<file path="src/inc/seq0s_pkg.sv">
// Constants and types for the sequencer-0 sample input select register.
// Overview of operation
// - Bits 29:28 select input for eighth sample
// - Bits 25:24 select input for seventh sample
// - Bits 21:20 select input for sixth sample
// - Field value is the analog pin number
// - Reserved bits read zero, writes ignored
// - Lower fields serve samples one to five
// - Read/write word at 0x040, resets zero
package seq0s_pkg;

	localparam int ADDR_W = 8;
	localparam int DATA_W = 32;
	localparam int BE_W = 4;
	localparam int FIELD_W = 2;
	localparam int NUM_FIELDS = 8;
	localparam int FIELD_STRIDE = 4;
	localparam int STEP_W = 3;
	localparam int PIN_COUNT = 4;

	localparam logic [ADDR_W-1:0] SEL_REG_OFFSET = 8'h40;
	localparam logic [DATA_W-1:0] SEL_REG_RESET = 32'h00000000;
	localparam logic [DATA_W-1:0] SEL_FIELD_MASK = 32'h33333333;
	localparam logic [DATA_W-1:0] SEL_RSVD_MASK = 32'hcccccccc;
	localparam logic [DATA_W-1:0] UNMAPPED_READ = 32'h00000000;
	localparam logic [FIELD_W-1:0] FIELD_RESET = 2'h0;

	localparam int FIRST_LSB = 0;
	localparam int SECOND_LSB = 4;
	localparam int THIRD_LSB = 8;
	localparam int FOURTH_LSB = 12;
	localparam int FIFTH_LSB = 16;
	localparam int SIXTH_LSB = 20;
	localparam int SEVENTH_LSB = 24;
	localparam int EIGHTH_LSB = 28;

	localparam logic [STEP_W-1:0] STEP_FIFTH = 3'h4;
	localparam logic [STEP_W-1:0] STEP_SIXTH = 3'h5;
	localparam logic [STEP_W-1:0] STEP_SEVENTH = 3'h6;
	localparam logic [STEP_W-1:0] STEP_EIGHTH = 3'h7;

	typedef logic [FIELD_W-1:0] seq0s_field_t;

endpackage : seq0s_pkg

</file>
<file path="src/verilog/seq0s_field.sv">
// One two-bit input select field with its own write enable.
`timescale 1ns/1ps
module seq0s_field
(
	// Clock and reset
	input wire logic sys_clk,
	input wire logic sys_rst,
	// Write side
	input wire logic wr_en,
	input wire logic [seq0s_pkg::FIELD_W-1:0] wr_data,
	// Stored value
	output logic [seq0s_pkg::FIELD_W-1:0] field_value
);

	typedef struct packed
	{
		logic [seq0s_pkg::FIELD_W-1:0] value;
	} seq0s_fstate_t;

	seq0s_fstate_t state_reg;
	seq0s_fstate_t state_next;

	always_comb
	begin
		state_next = state_reg;
		if (wr_en)
			state_next.value = wr_data;
	end

	always_ff @(posedge sys_clk)
	begin
		if (sys_rst)
			state_reg <= '{value: seq0s_pkg::FIELD_RESET};
		else
			state_reg <= state_next;
	end

	assign field_value = state_reg.value;

endmodule : seq0s_field

</file>
<file path="src/verilog/seq0s_step_latch.sv">
// Captures the input selection for a sample step as its conversion starts.
`timescale 1ns/1ps
module seq0s_step_latch
(
	// Clock and reset
	input wire logic sys_clk,
	input wire logic sys_rst,
	// All eight fields, field k at bits 2k+1:2k
	input wire logic [seq0s_pkg::NUM_FIELDS*seq0s_pkg::FIELD_W-1:0] fields,
	// Sequencer request
	input wire logic samp_start,
	input wire logic [seq0s_pkg::STEP_W-1:0] samp_step,
	// Converter side
	output logic conv_start,
	output logic [seq0s_pkg::STEP_W-1:0] conv_step,
	output logic [seq0s_pkg::FIELD_W-1:0] conv_input,
	output logic [seq0s_pkg::PIN_COUNT-1:0] ain_enable
);

	typedef struct packed
	{
		logic start;
		logic [seq0s_pkg::STEP_W-1:0] step;
		logic [seq0s_pkg::FIELD_W-1:0] sel;
		logic [seq0s_pkg::PIN_COUNT-1:0] pins;
	} seq0s_lstate_t;

	seq0s_lstate_t state_reg;
	seq0s_lstate_t state_next;

	always_comb
	begin
		state_next = state_reg;
		state_next.start = samp_start;
		// Only a new start reloads, so later edits never disturb a sample
		if (samp_start)
		begin
			state_next.step = samp_step;
			state_next.sel = fields[samp_step*seq0s_pkg::FIELD_W +:
				seq0s_pkg::FIELD_W];
			state_next.pins = seq0s_pkg::PIN_COUNT'(1) <<
				fields[samp_step*seq0s_pkg::FIELD_W +:
				seq0s_pkg::FIELD_W];
		end
	end

	always_ff @(posedge sys_clk)
	begin
		if (sys_rst)
			state_reg <= '0;
		else
			state_reg <= state_next;
	end

	assign conv_start = state_reg.start;
	assign conv_step = state_reg.step;
	assign conv_input = state_reg.sel;
	assign ain_enable = state_reg.pins;

endmodule : seq0s_step_latch

</file>
<file path="src/verilog/seq0s_input_select.sv">
// Avalon-MM register for sequencer-0 per-sample analog input selection.
//
// The Avalon-MM register port and the address map were left to the implementer.
`timescale 1ns/1ps
module seq0s_input_select
(
	// Clock and reset
	input wire logic sys_clk,
	input wire logic sys_rst,
	// Avalon-MM slave
	input wire logic [seq0s_pkg::ADDR_W-1:0] avs_address,
	input wire logic avs_read,
	input wire logic avs_write,
	input wire logic [seq0s_pkg::BE_W-1:0] avs_byteenable,
	input wire logic [seq0s_pkg::DATA_W-1:0] avs_writedata,
	output logic [seq0s_pkg::DATA_W-1:0] avs_readdata,
	output logic avs_waitrequest,
	// Sequencer request
	input wire logic samp_start,
	input wire logic [seq0s_pkg::STEP_W-1:0] samp_step,
	// Converter side
	output logic conv_start,
	output logic [seq0s_pkg::STEP_W-1:0] conv_step,
	output logic [seq0s_pkg::FIELD_W-1:0] conv_input,
	output logic [seq0s_pkg::PIN_COUNT-1:0] ain_enable
);

	typedef struct packed
	{
		logic ack;
		logic [seq0s_pkg::DATA_W-1:0] rdata;
	} seq0s_bstate_t;

	seq0s_bstate_t state_reg;
	seq0s_bstate_t state_next;

	logic addr_hit;
	logic bus_req;
	logic wr_accept;
	logic rd_accept;
	logic [seq0s_pkg::DATA_W-1:0] sel_word;
	logic [seq0s_pkg::NUM_FIELDS*seq0s_pkg::FIELD_W-1:0] fields;
	logic [seq0s_pkg::FIELD_W-1:0] first_sample_input;
	logic [seq0s_pkg::FIELD_W-1:0] fifth_sample_input;
	logic [seq0s_pkg::FIELD_W-1:0] sixth_sample_input;
	logic [seq0s_pkg::FIELD_W-1:0] seventh_sample_input;
	logic [seq0s_pkg::FIELD_W-1:0] eighth_sample_input;

	assign addr_hit = (avs_address == seq0s_pkg::SEL_REG_OFFSET);
	assign bus_req = avs_read | avs_write;
	// One wait state: the first cycle loads read data, the second completes
	assign avs_waitrequest = bus_req & ~state_reg.ack;
	assign wr_accept = avs_write & state_reg.ack & addr_hit;
	assign rd_accept = avs_read & state_reg.ack;

	always_comb
	begin
		state_next = state_reg;
		state_next.ack = bus_req & ~state_reg.ack;
		if (avs_read & ~state_reg.ack)
		begin
			if (addr_hit)
				state_next.rdata = sel_word;
			else
				state_next.rdata = seq0s_pkg::UNMAPPED_READ;
		end
	end

	always_ff @(posedge sys_clk)
	begin
		if (sys_rst)
			state_reg <= '0;
		else
			state_reg <= state_next;
	end

	assign avs_readdata = state_reg.rdata;

	// Each field sits four bits apart; reserved pairs are tied low
	genvar k;
	generate
		for (k = 0; k < seq0s_pkg::NUM_FIELDS; k++)
		begin : gen_field
			logic [seq0s_pkg::FIELD_W-1:0] value;
			seq0s_field u_field
			(
				.sys_clk(sys_clk),
				.sys_rst(sys_rst),
				.wr_en(wr_accept & avs_byteenable[k/2]),
				.wr_data(avs_writedata[k*seq0s_pkg::FIELD_STRIDE +:
					seq0s_pkg::FIELD_W]),
				.field_value(value)
			);
			assign sel_word[k*seq0s_pkg::FIELD_STRIDE +:
				seq0s_pkg::FIELD_W] = value;
			assign sel_word[k*seq0s_pkg::FIELD_STRIDE +
				seq0s_pkg::FIELD_W +: seq0s_pkg::FIELD_W] = '0;
			assign fields[k*seq0s_pkg::FIELD_W +:
				seq0s_pkg::FIELD_W] = value;
		end
	endgenerate

	assign first_sample_input = sel_word[seq0s_pkg::FIRST_LSB +:
		seq0s_pkg::FIELD_W];
	assign fifth_sample_input = sel_word[seq0s_pkg::FIFTH_LSB +:
		seq0s_pkg::FIELD_W];
	assign sixth_sample_input = sel_word[seq0s_pkg::SIXTH_LSB +:
		seq0s_pkg::FIELD_W];
	assign seventh_sample_input = sel_word[seq0s_pkg::SEVENTH_LSB +:
		seq0s_pkg::FIELD_W];
	assign eighth_sample_input = sel_word[seq0s_pkg::EIGHTH_LSB +:
		seq0s_pkg::FIELD_W];

	// Step index picks the field; step 7 lands on bits 29:28
	seq0s_step_latch u_latch
	(
		.sys_clk(sys_clk),
		.sys_rst(sys_rst),
		.fields(fields),
		.samp_start(samp_start),
		.samp_step(samp_step),
		.conv_start(conv_start),
		.conv_step(conv_step),
		.conv_input(conv_input),
		.ain_enable(ain_enable)
	);
endmodule : seq0s_input_select

</file>
<file path="config.mk">
export PLATFORM = sky130hd
export DESIGN_NAME = seq0s_input_select
export DESIGN_NICKNAME = d
export VERILOG_FILES = /design/src/inc/seq0s_pkg.sv /design/src/verilog/seq0s_field.sv /design/src/verilog/seq0s_step_latch.sv /design/src/verilog/seq0s_input_select.sv
export SDC_FILE = /design/constraint.sdc
export NUM_CORES = 1
export LEC_CHECK = 0
export ABC_AREA = 1
export BUFFER_PORTS_ARGS = -buffer_cell sky130_fd_sc_hd__clkbuf_2
export CAP_MARGIN = 5
export CORE_MARGIN = 10
export CORE_UTILIZATION = 30
export CTS_BUF_LIST = sky130_fd_sc_hd__clkbuf_8
export CTS_CLUSTER_DIAMETER = 150
export DETAILED_ROUTE_END_ITERATION = 8
export GPL_ROUTABILITY_DRIVEN = 1
export HOLD_SLACK_MARGIN = 0.15
export MAX_ROUTING_LAYER = met4
export PLACE_DENSITY = 0.63
export SYNTH_ARGS = -nofsm -noshare
export SYNTH_HDL_FRONTEND = slang
export SYNTH_HIERARCHICAL = 1
export SYNTH_SLANG_ARGS = --single-unit
</file>
<file path="constraint.sdc">
create_clock -name sys_clk -period 1.6 [get_ports sys_clk]
set_clock_uncertainty 0.05 [all_clocks]
set_input_delay 0.16 -clock sys_clk [delete_from_list [all_inputs] [get_ports sys_clk]]
set_output_delay 0.16 -clock sys_clk [all_outputs]
set_load 0.01 [all_outputs]
</file>
==> results by stage, run 1 <==
CTS:
- The maximum root-to-sink buffer count is 2.
- The tree is rooted in a sky130_fd_sc_hd__clkbuf_8.
- Clock latency on the worst-skew pair, taken at its later pin, is 0.29 ns.
- The depth of the CTS H-tree is 2.
- The count of clock tree sinks is 43.
- Clock-pin slew was measured on the worst setup and hold paths at 0.08 ns.
- TritonCTS built the clock tree.
- The TritonCTS buffer count is 5.

GRT:
- The initial antenna violation count came to 0.
- Entering global routing, the biggest net connects 33 pins.
- Summed over all layers, the global routing overflow is 0.
- The via count of the first global-routing pass is 1948.
- Global routing consumed, over all layers together, 9.66% of the routing resources.
- The wire length of the first global-routing pass is 8.86 mm.

Layout:
- The layout-stage area growth over the synthesis result is 24.6%.
- The number of nets in the layout is 451.
- The number of antenna repair diodes is 0.
- The finished cells cover 2770 sq um.
- Of the cells placed in the final design, the portion with a size suffix greater than 1 is 24.3%.
- The number of cells in the finished layout apart from fillers is 498.

Setup path:
- The reg-to-reg setup timing slack is 0.35 ns.
- In this run the worst path has a maximum fanout of 3.
- The type of origin of the critical path is an input pin.
- The type of destination of the critical path is a register.
- Counting cells, the worst reg-to-reg path comes to 3.
- The required time of the critical path is 1.73 ns.
- The start-to-end type of the worst setup path is input pin to register.
- STA puts the critical path data arrival time at 1.57 ns.
- The end of the worst register-to-register path is u_latch/conv_step[2].
- The launching point of the worst reg2reg path is u_latch/conv_step[2].

Routing:
- The detailed router placed 2005 vias in this run.
- For this run, the detailed router's first-pass iteration total came to 4.
- The detailed router finished its first iteration with 119 violations.
- The routed via count divided by cell count is 4.03.
- The detail route stage leaves a number of antenna-violating nets equal to 0.
- The DRC violation count after routing is 0.
- The final routed wire length divided by cell count is 10.8 microns.
- The aggregate routed wire length is 5.38 mm.

Timing:
- Setup slack on the critical path of the routed design comes to 0.165 ns.
- The worst path needs 1.44 ns of the cycle, external delays included.
- For the final routed database, the setup TNS stands at 0 ns.
- The count of endpoints failing setup in the final report is 0.
- Setup repair after global routing left no endpoint under its margin.
- The period utilization is 89.7%.
- Across all hold checks on the routed design, the worst slack comes to 0.166 ns.
- The number of hold violations in the final report is 0.
- The count of final max-slew check failures is 0.
- For this run, the top clock speed supported by timing is 0.697 GHz.

Placed design:
- The half-perimeter wire length of the detailed placement result is 4.28 mm.
- The pre-CTS worst setup slack is 0.115 ns.
- During placement, the flow inserted port buffers numbering 62.
- The cell area after placement is 2470 sq um.
- The placer's final routability congestion estimate is 0.789.
- In this run, placement finished with an instance count of 470.

Logic synthesis:
- The count of different cell masters after synthesis is 23.
- The share of the yosys chip area belonging to registers is 38.7%.
- Summed over all instances, the cell type with the most area after synthesis is sky130_fd_sc_hd__dfxtp_1.
- For this run, the number of Yosys warnings is 6.
- The number of register bits inferred by synthesis is 43.
- Yosys attributes the largest share of cell area to sky130_fd_sc_hd__dfxtp_1 (39%), sky130_fd_sc_hd__buf_4 (11%), sky130_fd_sc_hd__nand2_1 (9.8%).
- A synthesized cell averages 6.82 sq um.
- The post-synth design cell area is 2220 sq um.
- After technology mapping, the gate count stands at 326.
- The top-area cell type share of the netlist area is 38.7%.

Die:
- The total die area is 11300 sq um.
- The count of standard-cell rows is 31.
- For this configuration, the core starts out at a cell density of 30.8%.
- From bottom edge to top edge, the die measures 106 microns.
- The horizontal die dimension is 106 microns.
- The floorplan core area is 7210 sq um.
- Pin placement for this block handled 95 I/O pins.

Worst hold path:
- The worst hold path terminates at u_latch/conv_step[1].
- The worst hold path begins at samp_start.
- In this run the worst hold path is classified as input pin to register.
- The worst hold path was traced through 2 stages.

Pwr:
- The total leakage power is 1.38 nW.
- Across the VDD grid, the largest voltage drop is 0.421 mV.
- Power spread over the standard cell area amounts to 782 nW/um^2.

Run status:
- The flow ran to the end, and the final reports show no timing, DRC or antenna violations.

Run:
- The tool flagged a number of max-cap violations equal to 0.
[timing repair]
action | 4_1_cts | 5_1_grt
endpoints found under the setup margin | 0 | 5
hold endpoints to repair | 18 | 0
resized for setup | 0 | 1
hold buffers | 20 | 0
buffers inserted | 0 | 1
[metal layers]
| metal | up-vias | track usage (%) | part of all wire, % |
|---|---|---|---|
| li1 | 1093 | - | - |
| met4 | 0 | 2.03 | 0 |
| met5 | - | - | 0 |
| met2 | 53 | 15.2 | 47 |
| met1 | 859 | 11.8 | 47 |
| met3 | 0 | 3.14 | 5.6 |
[power breakdown]
part	internal (mW)	switching (mW)	leakage (nW)
clock	0.339	0.344	0.0470
combinational	0.151	0.198	0.987
sequential	1.11	0.0225	0.351
[logic make-up (layout without fill, tap and decap cells)]
group	count (synthesis)	count (layout)	share of synthesized area, %
compound gates	43	43	10.0
buf+inv	98	156	23.6
simple gates	141	141	27.5
flops	43	43	38.7
other cells	1	16	0.169
[synth_stat cells (all sizes together)]
cell type / n
nand3: 29
nor2: 44
clkinv: 1
inv: 57
buf: 39
conb: 1
a21oi: 23
nor3: 1
nand2: 66
clkbuf: 1
o21ai: 20
nand4: 1
dfxtp: 43
[metrics by stage]
step / power, mW / util (%)
final: 2.17 / 38.4
after global routing: 2.28 / 38.4
after CTS: 2.20 / 38.3
after detailed placement: 1.47 / 34.3
after global placement: 1.47 / 34.3
after floorplan: 1.42 / -
[critical path: stages]
cell	delay, ns
sky130_fd_sc_hd__dlygate4sd3_1	0.54
sky130_fd_sc_hd__clkbuf_2	0.13
sky130_fd_sc_hd__inv_1	0.10
sky130_fd_sc_hd__a21oi_1	0.08
sky130_fd_sc_hd__dlygate4sd3_1	0.56
[how the worst max path moves through the flow]
stage                    from                                   to  slack, ns
2_1_floorplan  avs_address[4]  gen_field[0].u_field/field_value[1]       0.36
3_3_place_gp   avs_address[4]  gen_field[2].u_field/field_value[0]       0.13
3_5_place_dp   avs_address[2]  gen_field[3].u_field/field_value[0]       0.11
4_1_cts             avs_write  gen_field[3].u_field/field_value[0]       0.06
5_1_grt          samp_step[2]                 u_latch/conv_step[2]       0.14
6_report         samp_step[2]                 u_latch/conv_step[2]       0.16
[layout by cell type, fill, tap and decap left out, types with 2 or more instances in the layout]
master                          netlist  final
sky130_fd_sc_hd__buf_4               33      9
sky130_fd_sc_hd__nor2_4               2      2
sky130_fd_sc_hd__dlygate4sd3_1        0     20
sky130_fd_sc_hd__o21ai_1             14     14
sky130_fd_sc_hd__inv_2                3      3
sky130_fd_sc_hd__a21oi_2              2      2
sky130_fd_sc_hd__clkbuf_2             0     62
sky130_fd_sc_hd__nand3_1             28     28
sky130_fd_sc_hd__dfxtp_1             43     43
sky130_fd_sc_hd__conb_1               1     16
sky130_fd_sc_hd__a21oi_1             21     21
sky130_fd_sc_hd__nor2_1              41     40
sky130_fd_sc_hd__clkbuf_8             0      6
sky130_fd_sc_hd__nand2_1             58     58
sky130_fd_sc_hd__nor2_2               1      2
sky130_fd_sc_hd__o21ai_0              6      6
sky130_fd_sc_hd__nand2_2              8      8
sky130_fd_sc_hd__inv_1               53     53
[layout make-up]
class                   count  area, sq um
multi-input cells         200          897
clock inverters             1         5.00
inverters                  58          225
well taps                  99          124
fillers                   791         4440
flip-flops and latches     43          861
clock buffers               6         82.6
repair buffers             91          578
No activity file was read; power rests on OpenSTA's default activity.
==> run 2: changes to the inputs <==
- CAP_MARGIN: 5 -> 20
- SYNTH_HIERARCHICAL: 1 -> not set
==> run 2 against run 1 <==
Highest routed layer is now met4. Worst setup slack better by 0.082 ns. Design area is 5.6% lower. Routed wire length increased by 1.1%. Flip-flop and latch count is the same. Critical path depth is the same. Synthesized cell count is 8.3% lower. Utilization is 0.11 points higher. Clock-buffer cell count fell by 1. Die area is 4.5% lower. Largest cell class unchanged. Final cell count decreased by 7.6%. Sequential share of layout area grew 1.8 points.
==> results by stage, run 2 <==
Run status:
- The run finished with clean final reports.

Pwr:
- The total leakage power is 1.32 nW (-4.7%).
- The part of the total power dissipated in sequential elements was 52.7% (+0.3 points).
- The peak supply drop is 0.506 mV (+20%).
- The internal power is 1.56 mW (-2.8%).
- The combinational power share came to 14.7% (-1.4 points).
- The power per cell area came to 822 nW/um^2 (+5.1%).
- The fraction of power spent switching nets was 27.6% (+1.6 points).
- The part of the power in the clock network is 32.6% (+1.1 points).
- The net load switching power was 594 uW (+5.2%).
- The total power of the final layout is 2.15 mW (-0.75%).

Logic synthesis:
- The number of warnings reported in the yosys synthesis log is 0 (-6).
- The most used standard cell by instance count after synthesis is sky130_fd_sc_hd__nand2_1.
- The number of flops mapped to enable cells by yosys is 0 (unchanged).
- The share of the yosys chip area belonging to registers was 41.0% (+2.3 points).
- The fraction of registers with async set/reset is 0% (unchanged).
- Yosys attributes the largest share of cell area to sky130_fd_sc_hd__dfxtp_1 (41%), sky130_fd_sc_hd__nand2_1 (15%), sky130_fd_sc_hd__buf_4 (12%).
- The biggest area contributor in the post-synthesis netlist is sky130_fd_sc_hd__dfxtp_1.
- The top-area cell type share of the netlist area is 41.0% (+2.3 points).
- The per-instance average area after synthesis was 7.03 sq um (+3.0%).
- Sorting the synthesized cells by how often they occur yields sky130_fd_sc_hd__nand2_1 (83), sky130_fd_sc_hd__dfxtp_1 (43), sky130_fd_sc_hd__nor2_1 (38).
- The post-synth design cell area is 2100 sq um (-5.5%).
- The count of different cell masters after synthesis was 20 (-13%).
- For this run, the leading register cell type out of synthesis is sky130_fd_sc_hd__dfxtp_1.
- The number of register bits inferred by synthesis is 43 (unchanged).
- The count of mapped cells out of synthesis was 299 (-8.3%).

CTS:
- The number of instances resized during post-cts repair is 0 (unchanged).
- The depth of the CTS H-tree is 2 (unchanged).
- The clock transition at the register clock pins on the worst setup and hold paths after CTS is 0.08 ns (about the same).
- The maximum root-to-sink buffer count was 2 (unchanged).
- The cell sitting at the root of the clock tree is a sky130_fd_sc_hd__clkbuf_8.
- The count of clock tree sinks is 43 (unchanged).
- The TritonCTS clock tree is yes.
- The worst-skew pair later-pin latency is 0.30 ns (about the same).
- The TritonCTS buffer count was 5 (unchanged).

Worst hold path:
- The tightest min-delay check is of the input pin to register type.
- The instance count along the most critical hold path is 2 (unchanged).
- The startpoint of the lowest-slack hold path is samp_start.
- The endpoint of the worst hold-timing path is u_latch.conv_step[0].

Placed design:
- The pre-CTS worst setup slack is 0.262 ns (+0.148 ns).
- The placer's final routability congestion estimate is 0.817 (+3.6%).
- The number of instances in the placed design is 434 (-7.7%).
- The half-perimeter wire length of the detailed placement result was 4.29 mm (+0.19%).
- The quantity of I/O buffers inserted on ports is 62 (unchanged).
- The cell area after placement is 2340 sq um (-5.3%).

Layout:
- The ratio of cells with drive above 1 in the final layout is 22.5% (-1.8 points).
- The post-layout instance area was 2620 sq um (-5.6%).
- The number of nets in the layout came to 415 (-8.0%).
- The utilization after layout is 38.5% (+0.11 points).
- The number of antenna repair diodes is 0 (unchanged).
- Leaving out fill and tap cells, the most frequent cells in the layout are sky130_fd_sc_hd__nand2_1 (83), sky130_fd_sc_hd__clkbuf_2 (62), sky130_fd_sc_hd__dfxtp_1 (43), sky130_fd_sc_hd__nor2_1 (38), sky130_fd_sc_hd__a21oi_1 (25).
- The number of cells in the finished layout apart from fillers is 460 (-7.6%).
- The layout-stage area growth over the synthesis result is 24.6% (about the same).
- The library cell used most frequently in the layout, excluding fill and tap cells, is sky130_fd_sc_hd__nand2_1.

Routing:
- The number of vias in the routed layout was 1902 (-5.1%).
- The residual antenna-violating net count after detailed routing came to 0 (unchanged).
- The DRC violation count after routing is 0 (unchanged).
- The iteration count of the initial detailed-routing pass is 4 (unchanged).
- The aggregate routed wire length is 5.44 mm (+1.1%).
- The number of design-rule violations left by the first detailed-router iteration is 103 (-13%).
- The routed via count divided by cell count is 4.13 (+2.7%).
- The final routed wire length divided by cell count is 11.8 microns (+9.4%).

Die:
- The floorplan core area was 6790 sq um (-5.8%).
- The die span in y is 104 microns (-2.3%).
- The horizontal die dimension is 104 microns (-2.3%).
- The count of standard-cell rows came to 30 (-3.2%).
- The I/O pin count is 95 (unchanged).
- The effective utilization at floorplan came to 30.9% (+0.10 points).
- The total die area is 10800 sq um (-4.5%).

Timing:
- The period utilization came to 84.6% (-5.1 points).
- The final worst slack is 0.246 ns (+0.0817 ns).
- The number of hold violations in the final report came to 0 (unchanged).
- The summed negative setup slack over all endpoints is 0 ns (unchanged).
- The clock period minus worst slack is 1.35 ns (-0.0817 ns).
- The final hold slack was 0.180 ns (+0.0138 ns).
- Setup repair after global routing left no endpoint under its margin.
- The count of endpoints failing setup in the final report is 0 (unchanged).
- The count of final max-slew check failures is 0 (unchanged).
- The maximum clock frequency is 0.739 GHz (+6.0%).

GRT:
- The maximum number of pins on one net before global-route repair was 33 (unchanged).
- The total global-route track usage is 10.4% (+0.79 points).
- The total global routing overflow came to 0 (unchanged).
- The wire length of the first global-routing pass was 9.27 mm (+4.6%).
- The via count of the first global-routing pass is 2018 (+3.6%).
- The initial antenna violation count is 0 (unchanged).

Setup path:
- The worst register-to-register path ends at gen_field[7].u_field.field_value[0].
- The worst path arrival time is 1.14 ns (-0.43 ns).
- The required time of the critical path is 1.39 ns (-0.34 ns).
- The start-to-end type of the worst setup path is input pin to output port.
- The path depth of the worst reg2reg path is 5 (+2).
- The worst register-to-register path begins at state_reg[32].
- The highest net fanout along the worst path is 2 (-1).
- The reg-to-reg setup timing slack came to 0.36 ns (about the same).
- The type of origin of the critical path is an input pin.
- The worst setup path is captured at an output port.

Run:
- The total of max-cap violations is 0 (unchanged).
[run 2: changes by cell type after synthesis, moves of 3 or more]
cell	delta
sky130_fd_sc_hd__buf_6	-3
sky130_fd_sc_hd__nand2_2	-8
sky130_fd_sc_hd__o21ai_0	+13
sky130_fd_sc_hd__inv_1	-33
sky130_fd_sc_hd__nor2_1	-3
sky130_fd_sc_hd__nand3_1	-12
sky130_fd_sc_hd__nand2_1	+25
sky130_fd_sc_hd__nand4_4	+3
sky130_fd_sc_hd__clkbuf_1	+4
sky130_fd_sc_hd__a21oi_1	+4
sky130_fd_sc_hd__o21ai_1	-13
[run 2: how the worst max path moves through the flow]
| stage | start | cells past startpoint | to |
|---|---|---|---|
| 2_1_floorplan | state_reg[32] | 4 | avs_readdata[21] |
| 3_3_place_gp | avs_address[5] | 8 | gen_field[7].u_field.field_value[0] |
| 3_5_place_dp | avs_address[5] | 8 | gen_field[6].u_field.field_value[0] |
| 4_1_cts | state_reg[32] | 3 | avs_waitrequest |
| 5_1_grt | state_reg[32] | 3 | avs_waitrequest |
| 6_report | avs_read | 5 | avs_waitrequest |
[run 2: metal layers]
metal | track usage, % | share of wire, %
met4 | 2.98 | 0.86
met2 | 16.5 | 46
met5 | - | 0
met1 | 12.8 | 48
met3 | 2.79 | 5.4
[run 2: worst max-delay path, cell delays in order]
cell and delay, ns:
sky130_fd_sc_hd__dlygate4sd3_1 0.54, sky130_fd_sc_hd__clkbuf_2 0.11, sky130_fd_sc_hd__nor2_1 0.14, sky130_fd_sc_hd__nor2_1 0.06, sky130_fd_sc_hd__clkbuf_2 0.13
[run 2: timing repair]
item / in CTS / in global routing
hold buffers: 18 / 0
setup buffers: 0 / 0
hold endpoints to repair: 23 / 0
endpoints found under the setup margin: 0 / 0
[run 2: power groups by stage]
stage	Combinational [mW]	Sequential, mW	Clock [mW]
detailed placement	0.285	1.16	0
global placement	0.282	1.16	0
CTS	0.322	1.14	0.721
global route	0.358	1.14	0.762
floorplan	0.210	1.17	0
finish	0.316	1.13	0.701
[run 2: area by class of cell]
cell class	instances	area, sq um
Sequential cell	43	861
Clock inverter	3	25.0
Fill cell	753	4180
Multi-Input combinational cell	206	921
Timing Repair Buffer	85	541
Tap cell	96	120
Inverter	22	82.6
Clock buffer	5	68.8
[run 2: cells by family (layout without fill, tap and decap cells)]
group	Yosys count	in the layout	synth area share, %
AND/OR/NAND/NOR	145	145	30.2
AO/OA/AOI/OAI	45	45	10.7
other	1	16	0.178
buffers and inverters	65	115	17.9
flip-flops	43	43	41.0
